===== src/hw/ssmx_consts.vh =====
`ifndef SSMX_CONSTS_VH
`define SSMX_CONSTS_VH

// ==========================================
// Register byte offsets
`define SSMX_OFF_OPCODE 8'h00
`define SSMX_OFF_DST 8'h04
`define SSMX_OFF_SRC 8'h08
`define SSMX_OFF_FLAGS 8'h0C
`define SSMX_OFF_RESULT 8'h10
`define SSMX_OFF_STATUS 8'h14
`define SSMX_OFF_GUARD 8'h18
`define SSMX_OFF_PC 8'h1C

// ==========================================
// Flag bit positions
`define SSMX_FLAG_C 7
`define SSMX_FLAG_Z 6
`define SSMX_FLAG_S 5
`define SSMX_FLAG_V 4

// ==========================================
// Status bit positions
`define SSMX_ST_BUSY 0
`define SSMX_ST_STOPPED 1
`define SSMX_ST_ILLEGAL 2
`define SSMX_ST_FAILHALT 3

// ==========================================
// Reset values and keys
`define SSMX_RST_PC 16'h0100
`define SSMX_RST_BYTE 8'h00
`define SSMX_GUARD_KEY 8'hA5

// ==========================================
// Opcodes and groups
`define SSMX_OP_ASR_R 8'hD0
`define SSMX_OP_ASR_IR 8'hD1
`define SSMX_OP_HALT 8'h7F
`define SSMX_HI_SUB 4'h2
`define SSMX_HI_CMT 4'h6
`define SSMX_HI_MT 4'h7
`define SSMX_HI_XOR 4'hB

// ==========================================
// Timing in instruction cycles and lengths in bytes
`define SSMX_CYC_SHORT 3'h4
`define SSMX_CYC_LONG 3'h6
`define SSMX_LEN_ONE 2'h1
`define SSMX_LEN_TWO 2'h2
`define SSMX_LEN_THREE 2'h3

`endif


===== src/hw/ssmx_alu.v =====
`timescale 1ns/1ps
`include "ssmx_consts.vh"

module ssmx_alu (
	// Instruction
	input wire [7:0] opcode,
	input wire [7:0] dst,
	input wire [7:0] src,
	input wire [7:0] flags_in,
	// Outcome
	output reg [7:0] result,
	output reg [7:0] flags_out,
	output reg write_dst,
	output reg is_halt,
	output reg legal,
	output reg [1:0] length,
	output reg [2:0] cycles
);
	reg [8:0] diff;
	reg [7:0] r;
	reg pair_ok;

	always @* begin
		diff = {1'b0, dst} - {1'b0, src};
		r = 8'h00;
		result = dst;
		flags_out = flags_in;
		write_dst = 1'b0;
		is_halt = 1'b0;
		legal = 1'b1;
		length = `SSMX_LEN_TWO;
		cycles = `SSMX_CYC_SHORT;
		pair_ok = (opcode[3:0] >= 4'h2) && (opcode[3:0] <= 4'h6);
		// Operand form timing for two-operand groups
		case (opcode[3:0])
			4'h2: begin
				length = `SSMX_LEN_TWO;
				cycles = `SSMX_CYC_SHORT;
			end
			4'h3: begin
				length = `SSMX_LEN_TWO;
				cycles = `SSMX_CYC_LONG;
			end
			default: begin
				length = `SSMX_LEN_THREE;
				cycles = `SSMX_CYC_LONG;
			end
		endcase
		if (opcode == `SSMX_OP_ASR_R || opcode == `SSMX_OP_ASR_IR) begin
			length = `SSMX_LEN_TWO;
			cycles = `SSMX_CYC_SHORT;
			r = {dst[7], dst[7:1]};
			result = r;
			write_dst = 1'b1;
			flags_out[`SSMX_FLAG_C] = dst[0];
			flags_out[`SSMX_FLAG_Z] = (r == 8'h00);
			flags_out[`SSMX_FLAG_S] = r[7];
			flags_out[`SSMX_FLAG_V] = 1'b0;
		end else if (opcode == `SSMX_OP_HALT) begin
			// No flag changes
			length = `SSMX_LEN_ONE;
			cycles = `SSMX_CYC_SHORT;
			is_halt = 1'b1;
		end else if (pair_ok && opcode[7:4] == `SSMX_HI_SUB) begin
			r = diff[7:0];
			result = r;
			write_dst = 1'b1;
			flags_out[`SSMX_FLAG_C] = diff[8];
			flags_out[`SSMX_FLAG_Z] = (r == 8'h00);
			flags_out[`SSMX_FLAG_S] = r[7];
			flags_out[`SSMX_FLAG_V] = (dst[7] != src[7]) && (r[7] == src[7]);
		end else if (pair_ok && opcode[7:4] == `SSMX_HI_CMT) begin
			r = (~dst) & src;
			result = r;
			flags_out[`SSMX_FLAG_Z] = (r == 8'h00);
			flags_out[`SSMX_FLAG_S] = r[7];
			flags_out[`SSMX_FLAG_V] = 1'b0;
		end else if (pair_ok && opcode[7:4] == `SSMX_HI_MT) begin
			r = dst & src;
			result = r;
			flags_out[`SSMX_FLAG_Z] = (r == 8'h00);
			flags_out[`SSMX_FLAG_S] = r[7];
			flags_out[`SSMX_FLAG_V] = 1'b0;
		end else if (pair_ok && opcode[7:4] == `SSMX_HI_XOR) begin
			r = dst ^ src;
			result = r;
			write_dst = 1'b1;
			flags_out[`SSMX_FLAG_Z] = (r == 8'h00);
			flags_out[`SSMX_FLAG_S] = r[7];
			flags_out[`SSMX_FLAG_V] = 1'b0;
		end else begin
			legal = 1'b0;
		end
	end
endmodule


===== src/hw/ssmx_unit.v =====
`timescale 1ns/1ps
`include "ssmx_consts.vh"

// What this block does
// - Shift right arithmetic (D0, D1) moves bits toward bit 0 and keeps bit 7, copying it into bit 6.
// - That shift puts old bit 0 in carry, sets zero and sign from the result and clears overflow.
// - Halt (7F, one byte) stops the clocks, enters stop, keeps flags and all registers except the PC, which advances by one.
// - Stop is left only by reset or the external interrupt input, restarting the oscillator.
// - A halt while the guard register is not A5 does not stop but loads the PC with the reset address.
// - Subtract (22 to 26) writes destination minus source by two's complement, source untouched.
// - Subtract sets carry on borrow, zero, sign, and overflow on sign mismatch with result like source.
// - Complement mask test (62 to 66) tests inverted destination AND mask for zero, writing result and flags but not destination.
// - Both mask tests keep operands and carry, set sign from result bit 7 and clear overflow.
// - Mask test (72 to 76) tests destination AND mask for zero, writing result and flags but not destination.
// - Exclusive OR (B2 to B6) stores dst XOR src, sets zero and sign, clears overflow, keeps carry.
// - Reset loads the PC with 0100, the same address used by a failed halt.
module ssmx_unit (
	// Clock and reset
	input wire clk,
	input wire rst_n,
	input wire ce,
	// Wishbone slave
	input wire wb_cyc_i,
	input wire wb_stb_i,
	input wire wb_we_i,
	input wire [7:0] wb_adr_i,
	input wire [3:0] wb_sel_i,
	input wire [31:0] wb_dat_i,
	output reg [31:0] wb_dat_o,
	output reg wb_ack_o,
	// Wake source
	input wire ext_int,
	// Power state
	output reg stopped,
	output reg osc_en
);
	// ==========================================
	// Architectural state
	reg [7:0] opcode;
	reg [7:0] dst;
	reg [7:0] src;
	reg [7:0] flags;
	reg [7:0] result;
	reg [7:0] halt_guard_register;
	reg [15:0] pc;
	reg busy;
	reg illegal;
	reg fail_halt;
	reg [2:0] count;

	wire [7:0] alu_result;
	wire [7:0] alu_flags;
	wire alu_write;
	wire alu_halt;
	wire alu_legal;
	wire [1:0] alu_length;
	wire [2:0] alu_cycles;

	ssmx_alu u_alu (
		.opcode(opcode),
		.dst(dst),
		.src(src),
		.flags_in(flags),
		.result(alu_result),
		.flags_out(alu_flags),
		.write_dst(alu_write),
		.is_halt(alu_halt),
		.legal(alu_legal),
		.length(alu_length),
		.cycles(alu_cycles)
	);

	// ==========================================
	// Bus decode
	wire req = wb_cyc_i && wb_stb_i && !wb_ack_o;
	wire wr = req && wb_we_i;
	wire wr_lo = wr && wb_sel_i[0];
	wire wr_hi = wr && wb_sel_i[1];
	wire hit_opcode = (wb_adr_i == `SSMX_OFF_OPCODE);
	wire hit_dst = (wb_adr_i == `SSMX_OFF_DST);
	wire hit_src = (wb_adr_i == `SSMX_OFF_SRC);
	wire hit_flags = (wb_adr_i == `SSMX_OFF_FLAGS);
	wire hit_guard = (wb_adr_i == `SSMX_OFF_GUARD);
	wire hit_pc = (wb_adr_i == `SSMX_OFF_PC);
	// Software writes to operands are held off while an instruction runs or the core sleeps
	wire sw_ok = !busy && !stopped;
	wire start = wr_lo && hit_opcode && sw_ok;
	wire last = busy && (count == 3'h1);

	reg [31:0] next_rdata;

	always @* begin
		next_rdata = 32'h0000_0000;
		case (wb_adr_i)
			`SSMX_OFF_OPCODE: next_rdata = {24'h000000, opcode};
			`SSMX_OFF_DST: next_rdata = {24'h000000, dst};
			`SSMX_OFF_SRC: next_rdata = {24'h000000, src};
			`SSMX_OFF_FLAGS: next_rdata = {24'h000000, flags};
			`SSMX_OFF_RESULT: next_rdata = {24'h000000, result};
			`SSMX_OFF_STATUS: begin
				next_rdata[`SSMX_ST_BUSY] = busy;
				next_rdata[`SSMX_ST_STOPPED] = stopped;
				next_rdata[`SSMX_ST_ILLEGAL] = illegal;
				next_rdata[`SSMX_ST_FAILHALT] = fail_halt;
			end
			`SSMX_OFF_GUARD: next_rdata = {24'h000000, halt_guard_register};
			`SSMX_OFF_PC: next_rdata = {16'h0000, pc};
			default: next_rdata = 32'h0000_0000;
		endcase
	end

	// ==========================================
	// Bus answer, one cycle after the request
	always @(posedge clk or negedge rst_n) begin
		if (!rst_n) begin
			wb_ack_o <= 1'b0;
			wb_dat_o <= 32'h0000_0000;
		end else if (ce) begin
			wb_ack_o <= req;
			if (req && !wb_we_i) begin
				wb_dat_o <= next_rdata;
			end
		end
	end

	// ==========================================
	// Operand, guard and PC registers
	always @(posedge clk or negedge rst_n) begin
		if (!rst_n) begin
			opcode <= `SSMX_RST_BYTE;
			dst <= `SSMX_RST_BYTE;
			src <= `SSMX_RST_BYTE;
			flags <= `SSMX_RST_BYTE;
			result <= `SSMX_RST_BYTE;
			halt_guard_register <= `SSMX_RST_BYTE;
			pc <= `SSMX_RST_PC;
		end else if (ce) begin
			if (wr_lo && sw_ok) begin
				if (hit_opcode) begin
					opcode <= wb_dat_i[7:0];
				end
				if (hit_dst) begin
					dst <= wb_dat_i[7:0];
				end
				if (hit_src) begin
					src <= wb_dat_i[7:0];
				end
				if (hit_flags) begin
					flags <= wb_dat_i[7:0];
				end
				if (hit_guard) begin
					halt_guard_register <= wb_dat_i[7:0];
				end
				if (hit_pc) begin
					pc[7:0] <= wb_dat_i[7:0];
				end
			end
			if (wr_hi && sw_ok && hit_pc) begin
				pc[15:8] <= wb_dat_i[15:8];
			end
			if (last && alu_legal) begin
				if (alu_halt) begin
					if (halt_guard_register != `SSMX_GUARD_KEY) begin
						pc <= `SSMX_RST_PC;
					end else begin
						pc <= pc + {14'h0000, alu_length};
					end
				end else begin
					flags <= alu_flags;
					result <= alu_result;
					pc <= pc + {14'h0000, alu_length};
					if (alu_write) begin
						dst <= alu_result;
					end
				end
			end
		end
	end

	// ==========================================
	// Execution sequencing and stop state
	always @(posedge clk or negedge rst_n) begin
		if (!rst_n) begin
			busy <= 1'b0;
			count <= 3'h0;
			illegal <= 1'b0;
			fail_halt <= 1'b0;
			stopped <= 1'b0;
			osc_en <= 1'b1;
		end else if (ce) begin
			if (start) begin
				busy <= 1'b1;
				count <= 3'h0;
				illegal <= 1'b0;
				fail_halt <= 1'b0;
			end else if (busy && count == 3'h0) begin
				// Latch the cycle length once the opcode register has settled
				count <= alu_cycles;
				if (!alu_legal) begin
					busy <= 1'b0;
					illegal <= 1'b1;
				end
			end else if (last) begin
				busy <= 1'b0;
				count <= 3'h0;
				if (alu_halt) begin
					if (halt_guard_register == `SSMX_GUARD_KEY) begin
						stopped <= 1'b1;
						osc_en <= 1'b0;
					end else begin
						fail_halt <= 1'b1;
					end
				end
			end else if (busy) begin
				count <= count - 3'h1;
			end
			// Only the interrupt pin or reset can end stop
			if (stopped && ext_int) begin
				stopped <= 1'b0;
				osc_en <= 1'b1;
			end
		end
	end
endmodule


===== config.mk =====
export PLATFORM = sky130hd
export DESIGN_NAME = ssmx_unit
export DESIGN_NICKNAME = d
export VERILOG_FILES = /design/src/hw/ssmx_alu.v /design/src/hw/ssmx_unit.v
export VERILOG_INCLUDE_DIRS = /design/src /design/src/hw
export SDC_FILE = /design/constraint.sdc
export NUM_CORES = 1
export LEC_CHECK = 0
export ABC_AREA = 0
export BUFFER_PORTS_ARGS = -buffer_cell sky130_fd_sc_hd__buf_2
export CAP_MARGIN = 40
export CELL_PAD_IN_SITES_DETAIL_PLACEMENT = 1
export CELL_PAD_IN_SITES_GLOBAL_PLACEMENT = 1
export CORE_MARGIN = 5
export CORE_UTILIZATION = 28
export DETAILED_ROUTE_END_ITERATION = 7
export PLACE_DENSITY = 0.67
export RECOVER_POWER = 25
export SLEW_MARGIN = 20
export SYNTH_ARGS = -nofsm -noshare
export SYNTH_HDL_FRONTEND = slang
export SYNTH_HIERARCHICAL = 1
export SYNTH_SLANG_ARGS = --single-unit

===== constraint.sdc =====
create_clock -name clk -period 5 [get_ports clk]
set_input_delay 0.25 -clock clk [delete_from_list [all_inputs] [get_ports clk]]
set_output_delay 0.25 -clock clk [all_outputs]
set_load 0.02 [all_outputs]

# After elaboration in Yosys (flattened, before gate mapping)
# Cells that the tools add are included.
[totals] reg_bits=105 output_inout_bits=35 word_cells=197
[op_classes] n_addsub=3 magnitude_cmp=2 eq_ne=31 n_mux=77 bitwise=5 reduce_logical=61
[ops] op="$mux W8" count=18
[ops] op="$pmux W12 S7" count=1
[ops] op="$logic_not A8 Y1" count=6
[ops] op="$mux W16" count=3
[ops] op="$mux W1" count=39
[ops] op="$eq A8 B5 Y1 const B" count=4
[ops] op="$pmux W4 S8" count=1
[ops] op="$mux W3" count=9
[ops] op="$reduce_and A3 Y1" count=9
[ops] op="$eq A8 B8 Y1 const B" count=3
[ops] op="$logic_and A1 B1 Y1" count=22
[ops] op="$reduce_bool A2 Y1" count=9
[ops] op="$add A16 B2 Y16" count=1
[ops] op="$and A8 B8 Y8" count=2
[ops] op="$eq A8 B4 Y1 const B" count=2
[ops] op="$eq A4 B2 Y1 const B" count=3
[ops] op="$sub A8 B8 Y9" count=1
[ops] op="$eq A4 B3 Y1 const B" count=2
[ops] op="$eq A8 B3 Y1 const B" count=1
[ops] op="$eq A8 B7 Y1 const B" count=1
[ops] op="$mux W2" count=4
[ops] op="$mux W4" count=2
[ops] op="$ne A8 B8 Y1 const B" count=1
[ops] op="$not A8 Y8" count=1
[ops] op="other kinds (24)" count=34

# Depth between registers and ports, before layout
[logic_depth] word_depth=12 ltp_mapped=12 depth_no_buf=12

# Cells and area by module
# Netlist, hierarchy kept.
[by_module_without_submodules] module="ssmx_unit" n_inst=1 cells_each=482 area_each_um2=4983.5 seq_area_each_um2=2229.6
[by_module_without_submodules] module="ssmx_alu" n_inst=1 cells_each=231 area_each_um2=1519.0 seq_area_each_um2=0.0

# Worst setup path after synthesis
# Ideal clock, no wire load.
[synth_path] path_type="flip-flop to flip-flop" startpoint="register opcode[2]" endpoint="register pc[8]" setup_time_ns=0.080 t_arrival_ns=2.729 required_ns=4.920 setup_slack_ns=2.192 path_stages_with_launch=12 path_buffers=1 synth_period_minus_slack_ns=2.808 path_cell_list="dfrtp_1 or2_2 nor4_1 buf_2 nor2_1 ha_1 fa_1 and4_1 nand2_1 nor2_1 o211a_1 o22a_1"
[synth_between] elab_cells_between_ends=32 classes_between="1 x add/sub; 2 x order compare; 5 x eq/ne; 14 x mux; 10 x reduce/logical"
[synth_lines] item="from (decl)" line_no="ssmx_unit.v:39" text="reg [7:0] opcode;"
[synth_lines] item="from (signal assigned)" line_no="ssmx_unit.v:130" text="opcode <= `SSMX_RST_BYTE;"
[synth_lines] item="from (signal assigned)" line_no="ssmx_unit.v:140" text="opcode <= wb_dat_i[7:0];"
[synth_lines] item="$eq A4 B2 Y1" line_no="ssmx_alu.v:35" text="case (opcode[3:0])"
[synth_lines] item="$reduce_or A2 Y1 (no source line)"
[synth_lines] item="$mux W1" line_no="ssmx_alu.v:35"
[synth_lines] item="$mux W2" line_no="ssmx_alu.v:59" text="end else if (opcode == `SSMX_OP_HALT) begin"
[synth_lines] item="$mux W2 (*)" line_no="ssmx_alu.v:49" text="if (opcode == `SSMX_OP_ASR_R || opcode == `SSMX_OP_ASR_IR) begin"
[synth_lines] item="via alu_length[0]" line_no="ssmx_unit.v:56" text="wire [1:0] alu_length;"
[synth_lines] item="$add A16 B2 Y16 (*)" line_no="ssmx_unit.v:166, ssmx_unit.v:171"
[synth_lines] item="$mux W16" line_no="ssmx_unit.v:163" text="if (halt_guard_register != `SSMX_GUARD_KEY) begin"
[synth_lines] item="$mux W16 (*)" line_no="ssmx_unit.v:162" text="if (alu_halt) begin"
[synth_lines] item="$mux W16 (*)" line_no="ssmx_unit.v:161" text="if (last && alu_legal) begin"
[synth_lines] item="to (signal assigned)" line_no="ssmx_unit.v:164" text="pc <= `SSMX_RST_PC;"
[synth_lines] item="to (signal assigned)" line_no="ssmx_unit.v:166" text="pc <= pc + {14'h0000, alu_length};"
[synth_lines] item="to (signal assigned)" line_no="ssmx_unit.v:171" text="pc <= pc + {14'h0000, alu_length};"
[synth_lines] item="to (decl)" line_no="ssmx_unit.v:45" text="reg [15:0] pc;"
# The timed path passes the listed nets; every way through them passes the cells marked *.
# A chain may end at the register's enable or synchronous reset.

# Worst setup path after layout
[layout_path] startpoint="register opcode[1]" endpoint="register pc[14]"
[layout_between] elab_chain_len=12 elab_cells_between_ends=32 classes_between="1 x add/sub; 2 x order compare; 5 x eq/ne; 14 x mux; 10 x reduce/logical"
[layout_rtl] item="$ge A4 B2 Y1 or $le A4 B3 Y1 (tied branches)" line_no="ssmx_alu.v:33" text="pair_ok = (opcode[3:0] >= 4'h2) && (opcode[3:0] <= 4'h6);"
[layout_rtl] item="$logic_and A1 B1 Y1" line_no="ssmx_alu.v:33"
[layout_rtl] item="$logic_and A1 B1 Y1 (no source line)"
[layout_rtl] item="$mux W1" line_no="ssmx_alu.v:84" text="end else if (pair_ok && opcode[7:4] == `SSMX_HI_XOR) begin"
[layout_rtl] item="$mux W1" line_no="ssmx_alu.v:78" text="end else if (pair_ok && opcode[7:4] == `SSMX_HI_MT) begin"
[layout_rtl] item="$mux W1" line_no="ssmx_alu.v:72" text="end else if (pair_ok && opcode[7:4] == `SSMX_HI_CMT) begin"
[layout_rtl] item="$mux W1" line_no="ssmx_alu.v:64" text="end else if (pair_ok && opcode[7:4] == `SSMX_HI_SUB) begin"
[layout_rtl] item="$mux W1" line_no="ssmx_alu.v:59"
[layout_rtl] item="$mux W1 (*)" line_no="ssmx_alu.v:49"
[layout_rtl] item="via alu_legal" line_no="ssmx_unit.v:55" text="wire alu_legal;"
[layout_rtl] item="$logic_and A1 B1 Y1 (*)" line_no="ssmx_unit.v:161"
[layout_rtl] item="$reduce_bool A2 Y1 (no source line)"
[layout_rtl] item="$reduce_and A2 Y1 (no source line)"
[layout_rtl] item="to (signal assigned)" line_no="ssmx_unit.v:159" text="pc[15:8] <= wb_dat_i[15:8];"
[layout_rtl] item="to (signal assigned)" line_no="ssmx_unit.v:164"
[layout_rtl] item="to (signal assigned)" line_no="ssmx_unit.v:166"
# Marked as above.

==> results.py <==
metrics = {
    "routing": {
        "wl_met3_um": 1080,
        "via_per_inst": 5.45,
        "wl_met1_um": 10500,
        "vias": 5781,
        "wl_um": 21900,
        "ant_nets": 0,
        "wl_per_cell_um": 20.6,
        "drc_errors": 0,
        "drtPass1Iterations": 5,
        "first_iter_violations": 463,
        "wl_met2_um": 9920,
        "routed.top_layer": "met4",
    },
    "logic_synthesis": {
        "synth_common_cells": "dfrtp_1 (87), nand2_1 (78), nor2_1 (55)",
        "synth_compound_area_share_pct": 21.6,
        "synth_simple_gate_area_share_pct": 20.6,
        "synthMuxAreaShare_pct": 10.1,
        "synth_edf_count": 0,
        "synth_area_leaders": "dfrtp_1 (33%), mux2_2 (6.6%), ha_1 (5.6%)",
        "synthXorXnorAreaFrac_pct": 0.539,
        "yosysWarnings": 6,
        "synth_seq_area_share_pct": 34.3,
        "ys_async_sr_fraction_pct": 100,
        "synth_most_common_cell": "dfrtp_1",
        "synth-seq-cells": 89,
        "avgSynthCellArea_um2": 9.12,
        "yosys.area.top_type": "dfrtp_1",
        "syn-cell-area_um2": 6500,
        "post_synth_num_cell_types": 80,
        "synth_cells": 713,
        "synth_top_family_by_area": "compound AO/OA/AOI/OAI gates",
        "synthAdderAreaFrac_pct": 6.20,
        "synth_top_cell_area_share_pct": 33.5,
        "synth_flop_cell": "dfrtp_1",
    },
    "power_and_ir_drop": {
        "power.leakage_nw": 3.21,
        "p_per_area_nw_per_um2": 216,
        "finalPower_mw": 1.56,
        "vdd_drop_max_v": 0.000122,
    },
    "setup_path": {
        "crit_top_cell": "nand2_1",
        "crit_fanout": 16,
        "crit_path_end_kind": "flip-flop",
        "reg2reg_from": "opcode[1]",
        "setup.worst_path.start": "opcode[1]",
        "cpMaxStageDelayCell": "dfrtp_1",
        "cp_top_family": "compound AO/OA/AOI/OAI gates",
        "criticalPathCategory": "flip-flop to flip-flop",
        "worstSetupStartpointType": "flip-flop",
        "critPathArrivalTime_ps": 3850,
        "path_buf_inv": 0,
        "crit_path_max_incr_delay_ps": 520,
        "cp_cell_sequence": "and2_4 > a211oi_4 > a31oi_1 > nand2_1 > and3_1 > nand2_1 > o41ai_1 > a22o_1",
        "rr_endpoint": "pc[14]",
        "cp.required_ps": 5300,
        "reg2reg_depth": 8,
        "r2r_slack_ps": 1450,
    },
    "timing": {
        "holdWs_ps": 139,
        "setup_tns_ps": 0,
        "min_period_ps": 3550,
        "slew_viol_final": 36,
        "period_share_pct": 71.0,
        "layout_setup_ws_ps": 1450,
        "max_freq_ghz": 0.282,
        "fin_skew_ps": 8.77,
        "rsz0062_at_grt": "no",
        "relSlewSlack_pct": -42.5,
        "setup_viol": 0,
        "tightest_slew_ps": 2140,
        "final-hold-violation-count": 0,
    },
    "global_routing": {
        "grt_overflow": 0,
        "gr-usage-all-layers_pct": 16.6,
        "antenna_found_initial": 0,
        "grt_max_degree": 56,
        "grt_pass1_wl_um": 34300,
        "grt_pass1_vias": 5764,
    },
    "die": {
        "start_util_pct": 28.5,
        "coreArea_um2": 22800,
        "std_cell_rows": 55,
        "die_x_um": 162,
        "die_h_um": 162,
        "ios": 86,
        "die-area_um2": 26400,
    },
    "worst_hold_path": {
        "worstHoldStart": "ext_int",
        "hold_depth": 3,
        "min_to": "osc_en",
        "hold_path_class": "input port to flip-flop",
    },
    "place": {
        "hpwl_um": 16400,
        "dp_worst_setup_slack_ps": 1500,
        "port_buffers": 51,
        "gp_congestion": 0.888,
    },
    "cts": {
        "cts_buffer_depth": 2,
        "root_buffer": "clkbuf_16",
        "cts.sinks": 89,
        "cts_tree": "built",
        "cts-buffers-inserted": 9,
        "cts_setup_buffers": 0,
        "path_clk_slew_ps": 70,
        "htree_levels": 3,
        "clock_latency_ps": 360,
    },
    "layout": {
        "diodes": 0,
        "multiInputGateArea_um2": 3920,
        "syn_to_final_growth_pct": 11.0,
        "fin_nets": 825,
        "drive_above_1_share_pct": 17.5,
        "regArea_um2": 2230,
        "fill_cells": 2663,
    },
    "run_status": {
        "status": "finished with violations",
        "failed_checks": "capacitance limit, slew limit",
    },
    "job": {
        "drv_cap": 1,
    },
}
==> power breakdown <==
part	switching (mW)	total [mW]	leakage, nW	internal, mW
Clock	0.306	0.673	0.142	0.367
Sequential	0.0148	0.745	1.20	0.730
Combinational	0.0954	0.138	1.87	0.0426
==> metal layers <==
| metal | GRT usage, % | vias up |
|---|---|---|
| met1 | 24.0 | 2914 |
| met4 | 3.77 | 0 |
| li1 | - | 2661 |
| met5 | 0 | - |
| met2 | 25.6 | 173 |
| met3 | 3.32 | 33 |
==> worst max path at each step <==
stage          cells after the start     end  slack, ps
6_report                           8  pc[14]       1450
2_1_floorplan                     11   pc[8]       2190
3_5_place_dp                       8  pc[14]       1500
3_3_place_gp                       8  pc[14]       1560
4_1_cts                            8  pc[14]       1470
5_1_grt                            8  pc[11]       1300
==> flip-flops by register name, summed over array words and instances (netlist names) <==
signal               count
osc_en                   1
flags                    8
wb_ack_o                 1
result                   8
pc                      16
illegal                  1
wb_dat_o                16
dst                      8
halt_guard_register      8
stopped                  1
count                    3
fail_halt                1
opcode                   8
src                      8
busy                     1
==> per-stage QoR <==
step | util, % | instances | instance area [um2]
floorplan | - | 728 | 6560
global placement | 30.4 | 1044 | 6940
detailed placement | 30.4 | 1044 | 6940
CTS | 31.8 | 1061 | 7240
global route | 31.7 | 1061 | 7220
finish | 31.7 | 1061 | 7220
==> worst register-to-register path, stage by stage (launching register included) <==
cell      delay (ps)
dfrtp_1          520
and2_4           250
a211oi_4         490
a31oi_1          360
nand2_1          230
and3_1           470
nand2_1          470
o41ai_1          500
a22o_1           190
==> cell families (layout without fill, tap and decap cells) <==
| logic type | Yosys count | count (layout) |
|---|---|---|
| AO/OA/AOI/OAI | 199 | 199 |
| XOR/XNOR | 4 | 4 |
| adder cells (fa/ha/maj) | 31 | 31 |
| buffers and inverters | 79 | 99 |
| flip-flops | 89 | 89 |
| multiplexers | 54 | 54 |
| other | 3 | 18 |
| AND/OR/NAND/NOR | 254 | 254 |
==> cells in the final DEF, fill, tap and decap left out, drive strengths merged, types with 11 or more instances in the layout <==
cell type,count
a21o,14
a21oi,30
a22o,21
a22oi,13
buf,42
clkbuf,26
conb,18
dfrtp,87
ha,29
inv,26
mux2,42
nand2,79
nand3,35
nor2,57
nor3,11
o21ai,38
o22ai,18
==> area by class of cell <==
type	count	share of cell area (%)
multi-input cells	560	54.3
flip-flops and latches	89	30.9
well taps	313	5.43
repair buffers	58	4.04
clock buffers	11	3.50
inverters	25	1.30
clock inverters	5	0.538
==> repair_timing <==
| action | in CTS | in global routing |
|---|---|---|
| endpoints found under the hold margin | 32 | 0 |
| hold buffers | 1 | 0 |
| gates resized for setup | 0 | 0 |
Power figures use the tool's default switching activity.
